==> src/rtl/ocr_pkg.sv <==
// Shared constants, field layouts and types for the over-current configuration bank
package ocr_pkg;

  localparam int         DATA_W        = 9;
  localparam int         WORD_W        = 16;
  localparam int         BANK_BIT      = 13;
  localparam int         ADDR_HI       = 12;
  localparam int         ADDR_LO       = 10;
  localparam logic [2:0] ADDR_OCR      = 3'h4;
  localparam logic [2:0] ADDR_RETRY    = 3'h5;
  localparam logic [8:0] REG_RESET     = 9'h000;
  localparam logic [8:0] READ_UNMAPPED = 9'h000;

  // Over-current configuration fields
  localparam int OCR_HIGH_RANGE = 8;
  localparam int OCR_PRESCALE   = 7;
  localparam int OCR_CLOCK_INT  = 6;
  localparam int OCR_RATIO      = 5;
  localparam int OCR_HIGH_WIN   = 4;
  localparam int OCR_MID_WIN    = 3;
  localparam int OCR_UPPER      = 2;
  localparam int OCR_MIDDLE     = 1;
  localparam int OCR_LOW        = 0;

  // Auto-retry configuration fields
  localparam int RTY_OFFSET  = 8;
  localparam int RTY_PERIOD1 = 3;
  localparam int RTY_PERIOD0 = 2;
  localparam int RTY_UNLIM   = 1;
  localparam int RTY_CTRL    = 0;

  localparam logic [9:0] DIV_LONG      = 10'h200;
  localparam logic [9:0] DIV_SHORT     = 10'h100;
  localparam logic [1:0] THRESH_BULB   = 2'h3;
  localparam logic [1:0] THRESH_MOTOR  = 2'h2;
  localparam int         RETRY_LIMIT   = 16;
  localparam logic       STRAP_BULB    = 1'b0;
  localparam logic       STRAP_MOTOR   = 1'b1;

  typedef enum logic [1:0] {
    LOW_L1 = 2'h0,
    LOW_L2 = 2'h1,
    LOW_L3 = 2'h2
  } low_level_t;

  typedef enum logic [2:0] {
    WIN_NONE       = 3'h0,
    WIN_HIGH1      = 3'h1,
    WIN_HIGH2      = 3'h2,
    WIN_MID1_BULB  = 3'h3,
    WIN_MID2_BULB  = 3'h4,
    WIN_MID1_MOTOR = 3'h5,
    WIN_MID2_MOTOR = 3'h6
  } window_t;

  typedef enum logic [1:0] {
    ST_CAPTURE = 2'b01,
    ST_RUN     = 2'b10
  } phase_t;

  typedef struct packed {
    low_level_t low_level;
    logic       upper_low;
    logic       middle_low;
    logic       middle_used;
    logic [1:0] threshold_count;
    logic       scale_third;
    window_t    first_window;
    window_t    second_window;
    logic [9:0] pwm_divider;
    logic       internal_clock;
    logic       low_ratio;
    logic       offset_add;
    logic [1:0] retry_period;
    logic       retry_enabled;
    logic       retry_unlimited;
  } ch_cfg_t;

  typedef struct packed {
    logic              valid;
    logic [WORD_W-1:0] word;
  } cmd_t;

endpackage : ocr_pkg

==> src/rtl/ocr_field_decode.sv <==
// Decoder from raw channel register bits to the channel's settings
`timescale 1ns/1ps
module ocr_field_decode (
  input  wire logic [8:0]       ocr,
  input  wire logic [8:0]       retry,
  input  wire logic             motor,
  output ocr_pkg::ch_cfg_t      cfg
);

  always_comb begin
    cfg = '0;
    if (!ocr[ocr_pkg::OCR_HIGH_RANGE]) begin
      cfg.low_level = ocr_pkg::LOW_L1;
    end else if (ocr[ocr_pkg::OCR_LOW]) begin
      cfg.low_level = ocr_pkg::LOW_L3;
    end else begin
      cfg.low_level = ocr_pkg::LOW_L2;
    end
    cfg.upper_low       = ocr[ocr_pkg::OCR_UPPER];
    // Motor profile has no middle threshold, so its select bit is dropped
    cfg.middle_low      = !motor && ocr[ocr_pkg::OCR_MIDDLE];
    cfg.middle_used     = !motor;
    cfg.threshold_count = motor ? ocr_pkg::THRESH_MOTOR : ocr_pkg::THRESH_BULB;
    cfg.low_ratio       = ocr[ocr_pkg::OCR_RATIO];
    cfg.scale_third     = ocr[ocr_pkg::OCR_RATIO];
    cfg.pwm_divider     = ocr[ocr_pkg::OCR_PRESCALE] ? ocr_pkg::DIV_LONG
                                                     : ocr_pkg::DIV_SHORT;
    cfg.internal_clock  = ocr[ocr_pkg::OCR_CLOCK_INT];
    if (!motor) begin
      cfg.first_window  = ocr[ocr_pkg::OCR_HIGH_WIN] ? ocr_pkg::WIN_HIGH2
                                                     : ocr_pkg::WIN_HIGH1;
      cfg.second_window = ocr[ocr_pkg::OCR_MID_WIN] ? ocr_pkg::WIN_MID2_BULB
                                                    : ocr_pkg::WIN_MID1_BULB;
    end else begin
      cfg.second_window = ocr_pkg::WIN_NONE;
      unique case ({ocr[ocr_pkg::OCR_HIGH_WIN], ocr[ocr_pkg::OCR_MID_WIN]})
        2'b00: cfg.first_window = ocr_pkg::WIN_MID1_MOTOR;
        2'b01: cfg.first_window = ocr_pkg::WIN_MID2_MOTOR;
        2'b10: cfg.first_window = ocr_pkg::WIN_HIGH1;
        2'b11: cfg.first_window = ocr_pkg::WIN_HIGH2;
      endcase
    end
    cfg.offset_add      = retry[ocr_pkg::RTY_OFFSET];
    cfg.retry_period    = {retry[ocr_pkg::RTY_PERIOD1], retry[ocr_pkg::RTY_PERIOD0]};
    // Control bit has opposite sense per load type
    cfg.retry_enabled   = motor ? retry[ocr_pkg::RTY_CTRL] : !retry[ocr_pkg::RTY_CTRL];
    cfg.retry_unlimited = retry[ocr_pkg::RTY_UNLIM];
  end

endmodule : ocr_field_decode

==> src/rtl/retry_limit_counter.sv <==
// Per-channel auto-retry counter with limit and sticky count
`timescale 1ns/1ps
module retry_limit_counter #(
  parameter int LIMIT = ocr_pkg::RETRY_LIMIT
) (
  input  wire logic clock,
  input  wire logic rst,
  input  wire logic enabled,
  input  wire logic unlimited,
  input  wire logic attempt,
  input  wire logic clear,
  output wire logic grant,
  output wire logic full,
  output wire logic [$clog2(LIMIT+1)-1:0] count
);

  localparam int CNT_W = $clog2(LIMIT + 1);
  localparam logic [CNT_W-1:0] LIMIT_C = CNT_W'(LIMIT);

  initial begin
    if (LIMIT < 1) begin
      $error("retry limit must be at least one");
    end
  end

  typedef struct packed {
    logic [CNT_W-1:0] count;
    logic             full;
  } cnt_state_t;

  cnt_state_t state_reg;
  cnt_state_t state_next;

  assign grant = attempt && enabled && (unlimited || state_reg.count != LIMIT_C);
  assign full  = state_reg.full;
  assign count = state_reg.count;

  always_comb begin
    state_next = state_reg;
    // Only an explicit clear empties it; fault removal and delatch do not
    if (clear) begin
      state_next.count = '0;
    end
    // A retry in the clearing cycle still counts
    if (grant && state_next.count != LIMIT_C) begin
      state_next.count = state_next.count + CNT_W'(1);
    end
    state_next.full = (state_next.count == LIMIT_C);
  end

  always_ff @(posedge clock or posedge rst) begin
    if (rst) begin
      state_reg <= '0;
    end else begin
      state_reg <= state_next;
    end
  end
endmodule : retry_limit_counter

==> src/rtl/overcurrent_retry_config.sv <==
// Two-channel over-current profile and auto-retry configuration bank
`timescale 1ns/1ps
// What this block does
// - High range clear forces highest low level
// - High range set: low bit picks middle/lowest
// - No current sensing during protection windows
// - Prescale bit divides external clock 512/256
// - Clock bit selects internal or external clock
// - Ratio bit selects low or high sense ratio
// - Low ratio scales thresholds to one third
// - Bulb three thresholds, motor two thresholds
// - High, middle two values; low three
// - Bulb: two windows chosen by bits
// - Motor: one window from two bits
// - Upper select picks higher or lower value
// - Middle select ignored in motor mode
// - Offset polarity adds or subtracts sense offset
// - Two bits pick one of four periods
// - Unlimited bit allows endless enabled retries
// - Otherwise stop after sixteen retries
// - Counter survives delatch and fault removal
// - Bulb strap: control bit one disables retry
// - Motor strap: control bit one enables retry
// - Strap zero bulb, one motor
module overcurrent_retry_config #(
  parameter int CHANNELS    = 2,
  parameter int RETRY_LIMIT = ocr_pkg::RETRY_LIMIT
) (
  input  wire logic                       clock,
  input  wire logic                       rst,
  input  wire ocr_pkg::cmd_t              cmd,
  input  wire logic                       rd_bank,
  input  wire logic [2:0]                 rd_addr,
  output wire logic [8:0]                 rd_data,
  input  wire logic [CHANNELS-1:0]        load_type_strap,
  input  wire logic [CHANNELS-1:0]        window_active,
  input  wire logic [CHANNELS-1:0]        sense_request,
  output wire logic [CHANNELS-1:0]        sense_enable,
  input  wire logic [CHANNELS-1:0]        retry_attempt,
  input  wire logic [CHANNELS-1:0]        retry_counter_clear,
  output wire logic [CHANNELS-1:0]        retry_grant,
  output wire logic [CHANNELS-1:0]        retry_full,
  output ocr_pkg::ch_cfg_t [CHANNELS-1:0] cfg
);

  initial begin
    if (CHANNELS < 1 || CHANNELS > 2) begin
      $error("one bank bit serves one or two channels only");
    end
    if (RETRY_LIMIT < 1) begin
      $error("retry limit must be at least one");
    end
  end

  typedef struct packed {
    ocr_pkg::phase_t                     phase;
    logic [CHANNELS-1:0]                 motor;
    logic [CHANNELS-1:0][8:0]            ocr;
    logic [CHANNELS-1:0][8:0]            retry;
    ocr_pkg::ch_cfg_t [CHANNELS-1:0]     cfg;
    logic [8:0]                          rd_data;
  } main_state_t;

  main_state_t                     state_reg;
  main_state_t                     state_next;
  ocr_pkg::ch_cfg_t [CHANNELS-1:0] cfg_decoded;
  logic                            wr_bank;
  logic [2:0]                      wr_addr;
  logic [8:0]                      wr_data;
  logic                            running;

  assign wr_bank = cmd.word[ocr_pkg::BANK_BIT];
  assign wr_addr = cmd.word[ocr_pkg::ADDR_HI:ocr_pkg::ADDR_LO];
  assign wr_data = cmd.word[ocr_pkg::DATA_W-1:0];
  assign running = (state_reg.phase == ocr_pkg::ST_RUN);

  assign rd_data = state_reg.rd_data;
  assign cfg     = state_reg.cfg;

  // Sensing is gated straight from the window so no cycle leaks through
  assign sense_enable = sense_request & ~window_active & {CHANNELS{running}};

  always_comb begin
    state_next = state_reg;
    unique case (state_reg.phase)
      ocr_pkg::ST_CAPTURE: begin
        // Strap is sampled once, on the first edge after reset release
        state_next.motor = load_type_strap;
        state_next.phase = ocr_pkg::ST_RUN;
      end
      ocr_pkg::ST_RUN: begin
        state_next.phase = ocr_pkg::ST_RUN;
      end
      default: begin
        state_next.phase = ocr_pkg::ST_CAPTURE;
      end
    endcase

    for (int i = 0; i < CHANNELS; i++) begin
      if (cmd.valid && int'(wr_bank) == i) begin
        if (wr_addr == ocr_pkg::ADDR_OCR) begin
          state_next.ocr[i] = wr_data;
        end
        if (wr_addr == ocr_pkg::ADDR_RETRY) begin
          state_next.retry[i] = wr_data;
        end
      end
    end

    // Settings trail the register by one edge so they always come from flops
    state_next.cfg = cfg_decoded;

    state_next.rd_data = ocr_pkg::READ_UNMAPPED;
    if (int'(rd_bank) < CHANNELS) begin
      if (rd_addr == ocr_pkg::ADDR_OCR) begin
        state_next.rd_data = state_reg.ocr[rd_bank];
      end else if (rd_addr == ocr_pkg::ADDR_RETRY) begin
        state_next.rd_data = state_reg.retry[rd_bank];
      end
    end
  end

  always_ff @(posedge clock or posedge rst) begin
    if (rst) begin
      state_reg       <= '0;
      state_reg.phase <= ocr_pkg::ST_CAPTURE;
    end else begin
      state_reg <= state_next;
    end
  end

  genvar ch;
  generate
    for (ch = 0; ch < CHANNELS; ch++) begin : g_chan

      ocr_field_decode u_decode (
        .ocr   (state_reg.ocr[ch]),
        .retry (state_reg.retry[ch]),
        .motor (state_reg.motor[ch]),
        .cfg   (cfg_decoded[ch])
      );

      // Counter works from the registered settings, one edge behind writes
      retry_limit_counter #(
        .LIMIT (RETRY_LIMIT)
      ) u_retry (
        .clock     (clock),
        .rst       (rst),
        .enabled   (state_reg.cfg[ch].retry_enabled),
        .unlimited (state_reg.cfg[ch].retry_unlimited),
        .attempt   (retry_attempt[ch] && running),
        .clear     (retry_counter_clear[ch]),
        .grant     (retry_grant[ch]),
        .full      (retry_full[ch]),
        .count     ()
      );

    end
  endgenerate
endmodule : overcurrent_retry_config

==> config.mk <==
export PLATFORM = sky130hd
export DESIGN_NAME = overcurrent_retry_config
export DESIGN_NICKNAME = d
export VERILOG_FILES = /design/src/rtl/ocr_pkg.sv /design/src/rtl/ocr_field_decode.sv /design/src/rtl/retry_limit_counter.sv /design/src/rtl/overcurrent_retry_config.sv
export SDC_FILE = /design/constraint.sdc
export NUM_CORES = 1
export LEC_CHECK = 0
export BUFFER_PORTS_ARGS = -buffer_cell sky130_fd_sc_hd__clkbuf_2
export CAP_MARGIN = 20
export CORE_UTILIZATION = 35
export CTS_CLUSTER_SIZE = 8
export DETAILED_ROUTE_END_ITERATION = 10
export HOLD_SLACK_MARGIN = 0.15
export SYNTH_ARGS = -nofsm -noshare
export SYNTH_HDL_FRONTEND = slang
export SYNTH_HIERARCHICAL = 1
export SYNTH_SLANG_ARGS = --single-unit
export TNS_END_PERCENT = 5
==> constraint.sdc <==
create_clock -name clock -period 8.6 [get_ports clock]
set_clock_uncertainty 0.1 [all_clocks]
set_input_delay 0.86 -clock clock [delete_from_list [all_inputs] [get_ports clock]]
set_output_delay 0.86 -clock clock [all_outputs]
set_load 0.01 [all_outputs]
==> out/results.tsv, run 1 <==
metric	value	unit
FILL cells	1426	
Die X-Extent	127	um
remaining global-route overflow	0	
wirelength, routed	9390	um
Syn-to-layout area delta	9.47	%
worst skew pair latency	0.41	ns
RSZ-0062 raised after global routing	false	
Post-Synth Adder-Cell Area	1.38	%
number of H-tree levels	4	
setup bufs post-CTS	0	
EDFF count, synth	0	
pin count of the biggest net entering global routing	84	
CP cell instances	inv_1 -> ha_1 -> and2_1 -> nand2_1 -> a21oi_1 -> clkbuf_2	
Worst Path Buf+Inv	2	
status	completed	
crit start category	register	
Main synth FF type	dfrtp_1	
Worst-Margin Slew	0.968	ns
Final min period	2.78	ns
most frequent cells in the layout	122 x dfrtp_1, 106 x clkbuf_2, 42 x mux2_2, 20 x mux2i_1, 18 x conb_1	
final setup fails	0	
Reg clk slew, reported paths	0.05	ns
Final Hold Viols	0	
Vias per Instance	4.48	
Seq/Total Area, Yosys	56.7	%
max_cap viols	0	
routability cong.	0.754	
setup TNS	0	ns
initial antenna violation count	0	
Final HPWL DP	6490	um
Final nets	482	
Post-CTS Hold Buffers	0	
CP required	7.64	ns
mux cell area share after synthesis	12.9	%
Total Routing Usage GR	12.8	%
post-synthesis simple-gate area fraction	7.00	%
Synth Area per Inst	12.9	um2
top-level port count	110	
synthesized netlist cell count	420	
share of synthesized registers carrying an async set or reset	100	%
# resized after CTS	0	
critical path fanouts, max	4	
final worst-path cycle share	32.3	%
CTS Buf Count	17	
Max Fclk	0.360	GHz
Core ar.	15100	um2
Port Buffers	106	
via count	2887	
crit path DAT	1.82	ns
post-synthesis compound-gate area fraction	3.43	%
share of layout cells above drive strength 1	42.8	%
max_slew headroom	35.2	%
number of flip-flops in the largest register	62	
Initial Util	35.9	%
FP Rows	45	
first-pass GRT wire length	15100	um
Syn Std Cell Area	5430	um2
Synth Area in XOR/XNOR	0.645	%
Hold Path Class	reg2reg	
die area	16000	um2
Die H	127	um
DR DRC count	0	
synthesized flop and latch total	123	
# diodes	0	
Longest Clk Path Bufs	2	
CTS root buf	clkbuf_16	
Max IR drop VDD	0.000121	V
Stages on worst setup path	6	
Leak	2.96	nW
slowest stage delay, CP	0.37	ns
post-route antenna net violation count	0	
Iteration-0 DRC Markers	95	
Warnings, synthesis	6	
type of the worst setup path	reg2out	
TritonCTS clock tree	built	
clock sink total	123	
vias in the first global route	2938	
Critical Path End Type	output pin	
WHS Path Cells	0	
router iterations before antenna repair	6	
delay-heaviest family, CP	flip-flops	
main combinational cell family by area after synthesis	buffers and inverters	
routed len/inst	14.6	um
critical path's slowest cell	dfstp_2	
most common cell after layout, fill and taps aside	dfrtp_1	
max-slew violations	0	
Min Hold Slack	0.297	ns
post-synth cell types	39	
R2R cell count	7	
Power Dens Cells	267	nW/um2
path summary, 6_finish.rpt:
| check | from | end | slack (ns) |
|---|---|---|---|
| hold reg to reg | state_reg[100]$_DFFE_PP0P_ | cfg[59]$_DFF_PP0_ | 0.30 |
| setup / recovery | state_reg[109]$_DFF_PP1_ | retry_grant[0] | 5.82 |
| setup reg to reg | state_reg[109]$_DFF_PP1_ | g_chan[1].u_retry/full$_DFF_PP0_ | 6.64 |
| min in group asynchronous | rst | g_chan[1].u_retry/count[2]$_DFF_PP0_ | 0.31 |
| hold / removal | state_reg[100]$_DFFE_PP0P_ | cfg[59]$_DFF_PP0_ | 0.30 |
| max in group asynchronous | rst | cfg[5]$_DFF_PP0_ | 7.01 |
metal layers:
layer	share of wire, %	up-vias	routed length (um)	GRT usage [%]
met5	0	-	0	0
met4	1.7	0	161	6.17
met3	6.6	14	622	5.27
met2	49	103	4640	20.2
met1	42	1446	3970	15.2
li1	-	1324	-	-
synthesized netlist by cell type (3+ instances only):
| cell type | n | share of area, % |
|---|---|---|
| a21oi_1 | 6 | 0.55 |
| and2_1 | 4 | 0.46 |
| and2b_1 | 4 | 0.55 |
| buf_4 | 113 | 16 |
| buf_6 | 4 | 0.83 |
| conb_1 | 4 | 0.28 |
| dfrtp_1 | 122 | 56 |
| ha_1 | 6 | 1.4 |
| inv_1 | 16 | 1.1 |
| mux2_2 | 42 | 8.7 |
| mux2i_1 | 20 | 3.7 |
| nand2_1 | 12 | 0.83 |
| nand3_1 | 6 | 0.55 |
| nor2_1 | 3 | 0.21 |
| nor2b_1 | 8 | 0.92 |
| o22ai_1 | 9 | 1.0 |
| xnor2_1 | 4 | 0.64 |
kinds of logic after synthesis:
family | after synthesis
XOR/XNOR | 4
other | 4
AO/OA/AOI/OAI | 27
flip-flops | 123
multiplexers | 64
adder cells (fa/ha/maj) | 6
AND/OR/NAND/NOR | 58
buffers and inverters | 134
metrics by stage:
step                cells  total power [mW]  setup slack (ns)  cell area, um2  util [%]
finish                644              1.59              5.82            5950      39.3
global route          644              1.68              5.67            5950      39.3
CTS                   643              1.62              5.78            5920      39.1
detailed placement    611             0.950              5.93            5360      35.4
global placement      611             0.940              5.95            5360      35.4
floorplan             434             0.956              4.71            5480         -
area by class of cell:
| cell class | count | area, um2 | share of cell area [%] |
|---|---|---|---|
| Clock buffer | 20 | 457 | 7.68 |
| Clock inverter | 12 | 98.8 | 1.66 |
| Inverter | 16 | 62.6 | 1.05 |
| Multi-Input combinational cell | 177 | 1450 | 24.3 |
| Sequential cell | 123 | 3080 | 51.8 |
| Tap cell | 188 | 235 | 3.96 |
| Timing Repair Buffer | 108 | 566 | 9.51 |
power breakdown:
group | total [mW] | leakage (nW) | internal, mW | switching, mW
registers | 0.729 | 1.52 | 0.673 | 0.0567
clock network | 0.652 | 0.267 | 0.408 | 0.244
logic | 0.208 | 1.17 | 0.104 | 0.104
(Power assumes the default switching activity.)
==> run 2: changes to the inputs <==
clock period = 2.9 ns   (was 8.6 ns; I/O delays follow)
==> out/results.tsv, run 2 (synthesis gave the netlist of run 1 again) <==
metric	value	unit
remaining global-route overflow	0	
number of flip-flops in the largest register	62	
wirelength, routed	9610	um
Reg clk slew, reported paths	0.05	ns
sequential group share of total power	42.5	%
Final min period	2.19	ns
sw frac	23.3	%
Power Dens Cells	824	nW/um2
FP Rows	45	
slowest stage delay, CP	0.36	ns
first-pass GRT wire length	15800	um
Max IR drop VDD	0.000320	V
most common cell after layout, fill and taps aside	dfrtp_1	
Min Hold Slack	0.295	ns
TritonCTS clock tree	built	
RSZ-0062 raised after global routing	false	
Final Hold Viols	0	
pin count of the biggest net entering global routing	49	
final worst-path cycle share	75.7	%
pre-CTS setup slack	0.990	ns
reg2reg end	g_chan[1].u_retry/full$_DFF_PP0_	
Hold Path Class	in2async	
CP cell instances	inv_1 -> ha_1 -> and2_1 -> nand2_1 -> a21oi_1 -> clkbuf_2	
share of layout cells above drive strength 1	40.8	%
max_cap viols	0	
Critical Path End Type	output pin	
via count	2961	
Vias per Instance	4.49	
Combinational Power Share	12.4	%
type of the worst setup path	reg2out	
max-slew violations	0	
CTS root buf	clkbuf_16	
min setup slack post-route	0.705	ns
critical path fanouts, max	4	
Final HPWL DP	6510	um
Iteration-0 DRC Markers	79	
final setup fails	0	
Port Buffers	106	
CP required	2.51	ns
Psw	1.18	mW
Total Routing Usage GR	13.3	%
most frequent cells in the layout	122 x dfrtp_1, 106 x clkbuf_2, 42 x mux2_2, 20 x mux2i_1, 18 x conb_1	
max_slew headroom	45.7	%
Longest Clk Path Bufs	2	
router iterations before antenna repair	4	
routed len/inst	14.6	um
Total Power	5.09	mW
flop2flop setup slack	1.01	ns
Max Fclk	0.456	GHz
die area	16000	um2
Worst Path Buf+Inv	2	
setup bufs post-CTS	0	
R2R cell count	7	
initial antenna violation count	0	
Die X-Extent	127	um
worst skew pair latency	0.41	ns
vias in the first global route	3108	
DR DRC count	0	
CTS Buf Count	17	
number of H-tree levels	4	
post-route antenna net violation count	0	
P_int	3.91	mW
critical path's slowest cell	dfstp_2	
setup TNS	0	ns
Leak	3.07	nW
clock sink total	123	
Clock power frac	45.1	%
routability cong.	0.763	
Worst-Margin Slew	0.812	ns
RR Startpoint	state_reg[109]$_DFF_PP1_	
Post-CTS Hold Buffers	14	
Final nets	497	
crit path DAT	1.80	ns
# resized after CTS	0	
status	completed	
delay-heaviest family, CP	flip-flops	
top-level port count	110	
# diodes	0	
Syn-to-layout area delta	13.7	%
crit start category	register	
Core ar.	15100	um2
Die H	127	um
final core utilization	40.8	%
FILL cells	1426	
Initial Util	35.9	%
run 2: cell count changes in the layout (fill, tap and decap cells not counted), moves of 3 or more:
| cell | before | now |
|---|---|---|
| clkbuf_1 | 1 | 5 |
| clkinvlp_4 | 4 | 1 |
| bufinv_16 | 1 | 5 |
| dlygate4sd3_1 | 0 | 14 |
| clkinv_2 | 6 | 2 |
run 2: stage by stage:
stage	cells	instance area, um2
CTS	659	6180
floorplan	434	5490
global placement	613	5390
global route	659	6180
finish	659	6180
detailed placement	613	5390
run 2: final cells by class:
type / count / area (um2) / area share (%)
clock inverters: 7 / 160 / 2.59
flip-flops and latches: 123 / 3080 / 49.8
multi-input cells: 177 / 1450 / 23.4
repair buffers: 123 / 706 / 11.4
inverters: 16 / 63.8 / 1.03
clock buffers: 25 / 485 / 7.86
well taps: 188 / 235 / 3.81
run 2: worst register-to-register path: stages (launching register included):
cell and delay, ns:
dfstp_2 0.36, inv_1 0.05, ha_1 0.22, and2_1 0.20, nand3_1 0.16, nor4_1 0.34, o211ai_1 0.17, a211oi_2 0.21
run 2: layer usage:
layer	vias up	share of wire (%)	track usage, %
met5	-	0	0
met4	0	1.8	6.95
met3	18	5.5	4.77
met2	94	50	21.1
met1	1500	43	15.9
li1	1349	-	-
run 2: how the worst max path moves through the flow:
stage | start | end | slack, ns | cells past startpoint
finish | state_reg[109]$_DFF_PP1_ | retry_grant[0] | 0.71 | 6
global route | state_reg[109]$_DFF_PP1_ | retry_grant[0] | 0.62 | 6
CTS | state_reg[109]$_DFF_PP1_ | retry_grant[1] | 0.70 | 6
detailed placement | cmd[10] | state_reg[98]$_DFFE_PP0P_ | 0.99 | 4
global placement | cmd[10] | state_reg[98]$_DFFE_PP0P_ | 1.06 | 4
floorplan | rst | cfg[0]$_DFF_PP0_ | 1.17 | 1
run 2: power groups by stage:
stage                     logic, mW  registers (mW)  clock network (mW)
final                         0.632            2.16                2.29
after global routing          0.700            2.20                2.42
after CTS                     0.644            2.17                2.35
after detailed placement      0.625            2.20                   0
after global placement        0.608            2.18                   0
after floorplan               0.701            2.13                   0
==> run 3: changes to the inputs <==
clock period = 1.83 ns   (was 2.9 ns; I/O delays follow)
==> out/results.tsv, run 3 (synthesis gave the netlist of run 1 again) <==
metric	value	unit
status	finished, violations left	
failing checks	negative setup slack	
Die H	127	um
Power Dens Cells	1220	nW/um2
Final min period	1.84	ns
crit path DAT	1.56	ns
DR DRC count	0	
# diodes	0	
most frequent cells in the layout	122 x dfrtp_1, 106 x clkbuf_2, 42 x mux2_2, 20 x mux2i_1, 18 x conb_1	
min setup slack post-route	-0.0127	ns
Initial Util	35.9	%
non-filler cells, final	661	
top-level port count	110	
final setup fails	1	
Total Power	7.55	mW
Iteration-0 DRC Markers	74	
crit start category	register	
max-slew violations	0	
Leak	3.05	nW
Final Hold Viols	0	
Core ar.	15100	um2
pin count of the biggest net entering global routing	112	
number of flip-flops in the largest register	62	
vias in the first global route	3041	
final worst-path cycle share	101	%
most common cell after layout, fill and taps aside	dfrtp_1	
CP Launch Point	state_reg[109]$_DFF_PP1_	
final core utilization	40.8	%
routability cong.	0.719	
type of the worst setup path	reg2out	
Vias per Instance	4.48	
Die X-Extent	127	um
Critical Path End Type	output pin	
reg2reg end	g_chan[1].u_retry/count[1]$_DFF_PP0_	
first-pass GRT wire length	15200	um
Placed Cells	614	
Hold Path Class	in2reg	
Final HPWL DP	6360	um
share of layout cells above drive strength 1	44.4	%
Worst-Margin Slew	0.598	ns
critical path fanouts, max	4	
wirelength, routed	9520	um
via count	2962	
initial antenna violation count	0	
RSZ-0062 raised after global routing	true	
Syn-to-layout area delta	13.8	%
CTS Buf Count	17	
clock sink total	123	
post-route antenna net violation count	0	
Worst setup endpoint	retry_grant[0]	
TritonCTS clock tree	built	
Max Fclk	0.543	GHz
die area	16000	um2
Max IR drop VDD	0.000597	V
RR Startpoint	state_reg[109]$_DFF_PP1_	
Min Hold Slack	0.171	ns
Longest Clk Path Bufs	2	
number of H-tree levels	4	
CP required	1.55	ns
routed len/inst	14.4	um
WHS Path Cells	3	
CTS root buf	clkbuf_16	
flop2flop setup slack	0.07	ns
remaining global-route overflow	0	
Port Buffers	106	
max_cap viols	0	
Total Routing Usage GR	12.9	%
router iterations before antenna repair	6	
max_slew headroom	60.0	%
worst skew pair latency	0.41	ns
R2R cell count	8	
FILL cells	1427	
Final nets	500	
FP Rows	45	
Reg clk slew, reported paths	0.05	ns
## run 3: what timing repair did
item,CTS,global route
gates resized for setup,9,8
pin swaps,1,1
buffers inserted,1,0
hold buffers,15,0
hold endpoints to repair,163,0
endpoints found under the setup margin,6,5
## run 3: power by group
group	switching, mW	internal [mW]	total [mW]
sequential	0.273	3.16	3.43
combinational	0.506	0.524	1.03
clock	1.10	1.98	3.08
total	1.88	5.67	7.55
## run 3: how the worst min path moves through the flow
| stage | startpoint | to | slack, ns |
|---|---|---|---|
| CTS | rst | g_chan[0].u_retry/count[2]$_DFF_PP0_ | 0.15 |
| floorplan | rst | g_chan[0].u_retry/count[0]$_DFF_PP0_ | -0.13 |
| finish | retry_counter_clear[0] | g_chan[0].u_retry/count[1]$_DFF_PP0_ | 0.17 |
| global placement | rst | g_chan[0].u_retry/count[0]$_DFF_PP0_ | 0.05 |
| global route | retry_counter_clear[0] | g_chan[0].u_retry/count[1]$_DFF_PP0_ | 0.17 |
| detailed placement | rst | g_chan[0].u_retry/count[0]$_DFF_PP0_ | 0.04 |
## run 3: layout make-up
cell class,count,area (um2),share of cell area (%)
flip-flops and latches,123,3080,49.8
multi-input cells,177,1510,24.3
repair buffers,126,743,12.0
clock buffers,23,488,7.89
well taps,188,235,3.80
clock inverters,8,67.6,1.09
inverters,16,63.8,1.03
## run 3: worst max-delay path: stages, from the launching register on
cell and delay (ns):
dfstp_2 0.53, inv_2 0.04, ha_4 0.16, and2_4 0.14, nand2_2 0.08, a21oi_4 0.04, clkbuf_2 0.15
## run 3: routing by layer
layer	vias to the layer above	share of wire, %	routed length, um	track usage (%)
met5	-	0	0	0
met3	20	5.8	554	4.93
met1	1494	42	4000	15.2
met4	0	2.2	210	6.02
met2	96	50	4750	20.8
li1	1352	-	-	-
## run 3: per-stage QoR
step                cell area [um2]  setup WS (ns)  setup TNS (ns)
detailed placement             5410        -0.0234         -0.0609
global route                   6180        -0.0637          -0.101
finish                         6180        -0.0127         -0.0127
CTS                            6150        -0.0281         -0.0411
global placement               5410         0.0360               0
floorplan                      5490          0.101               0
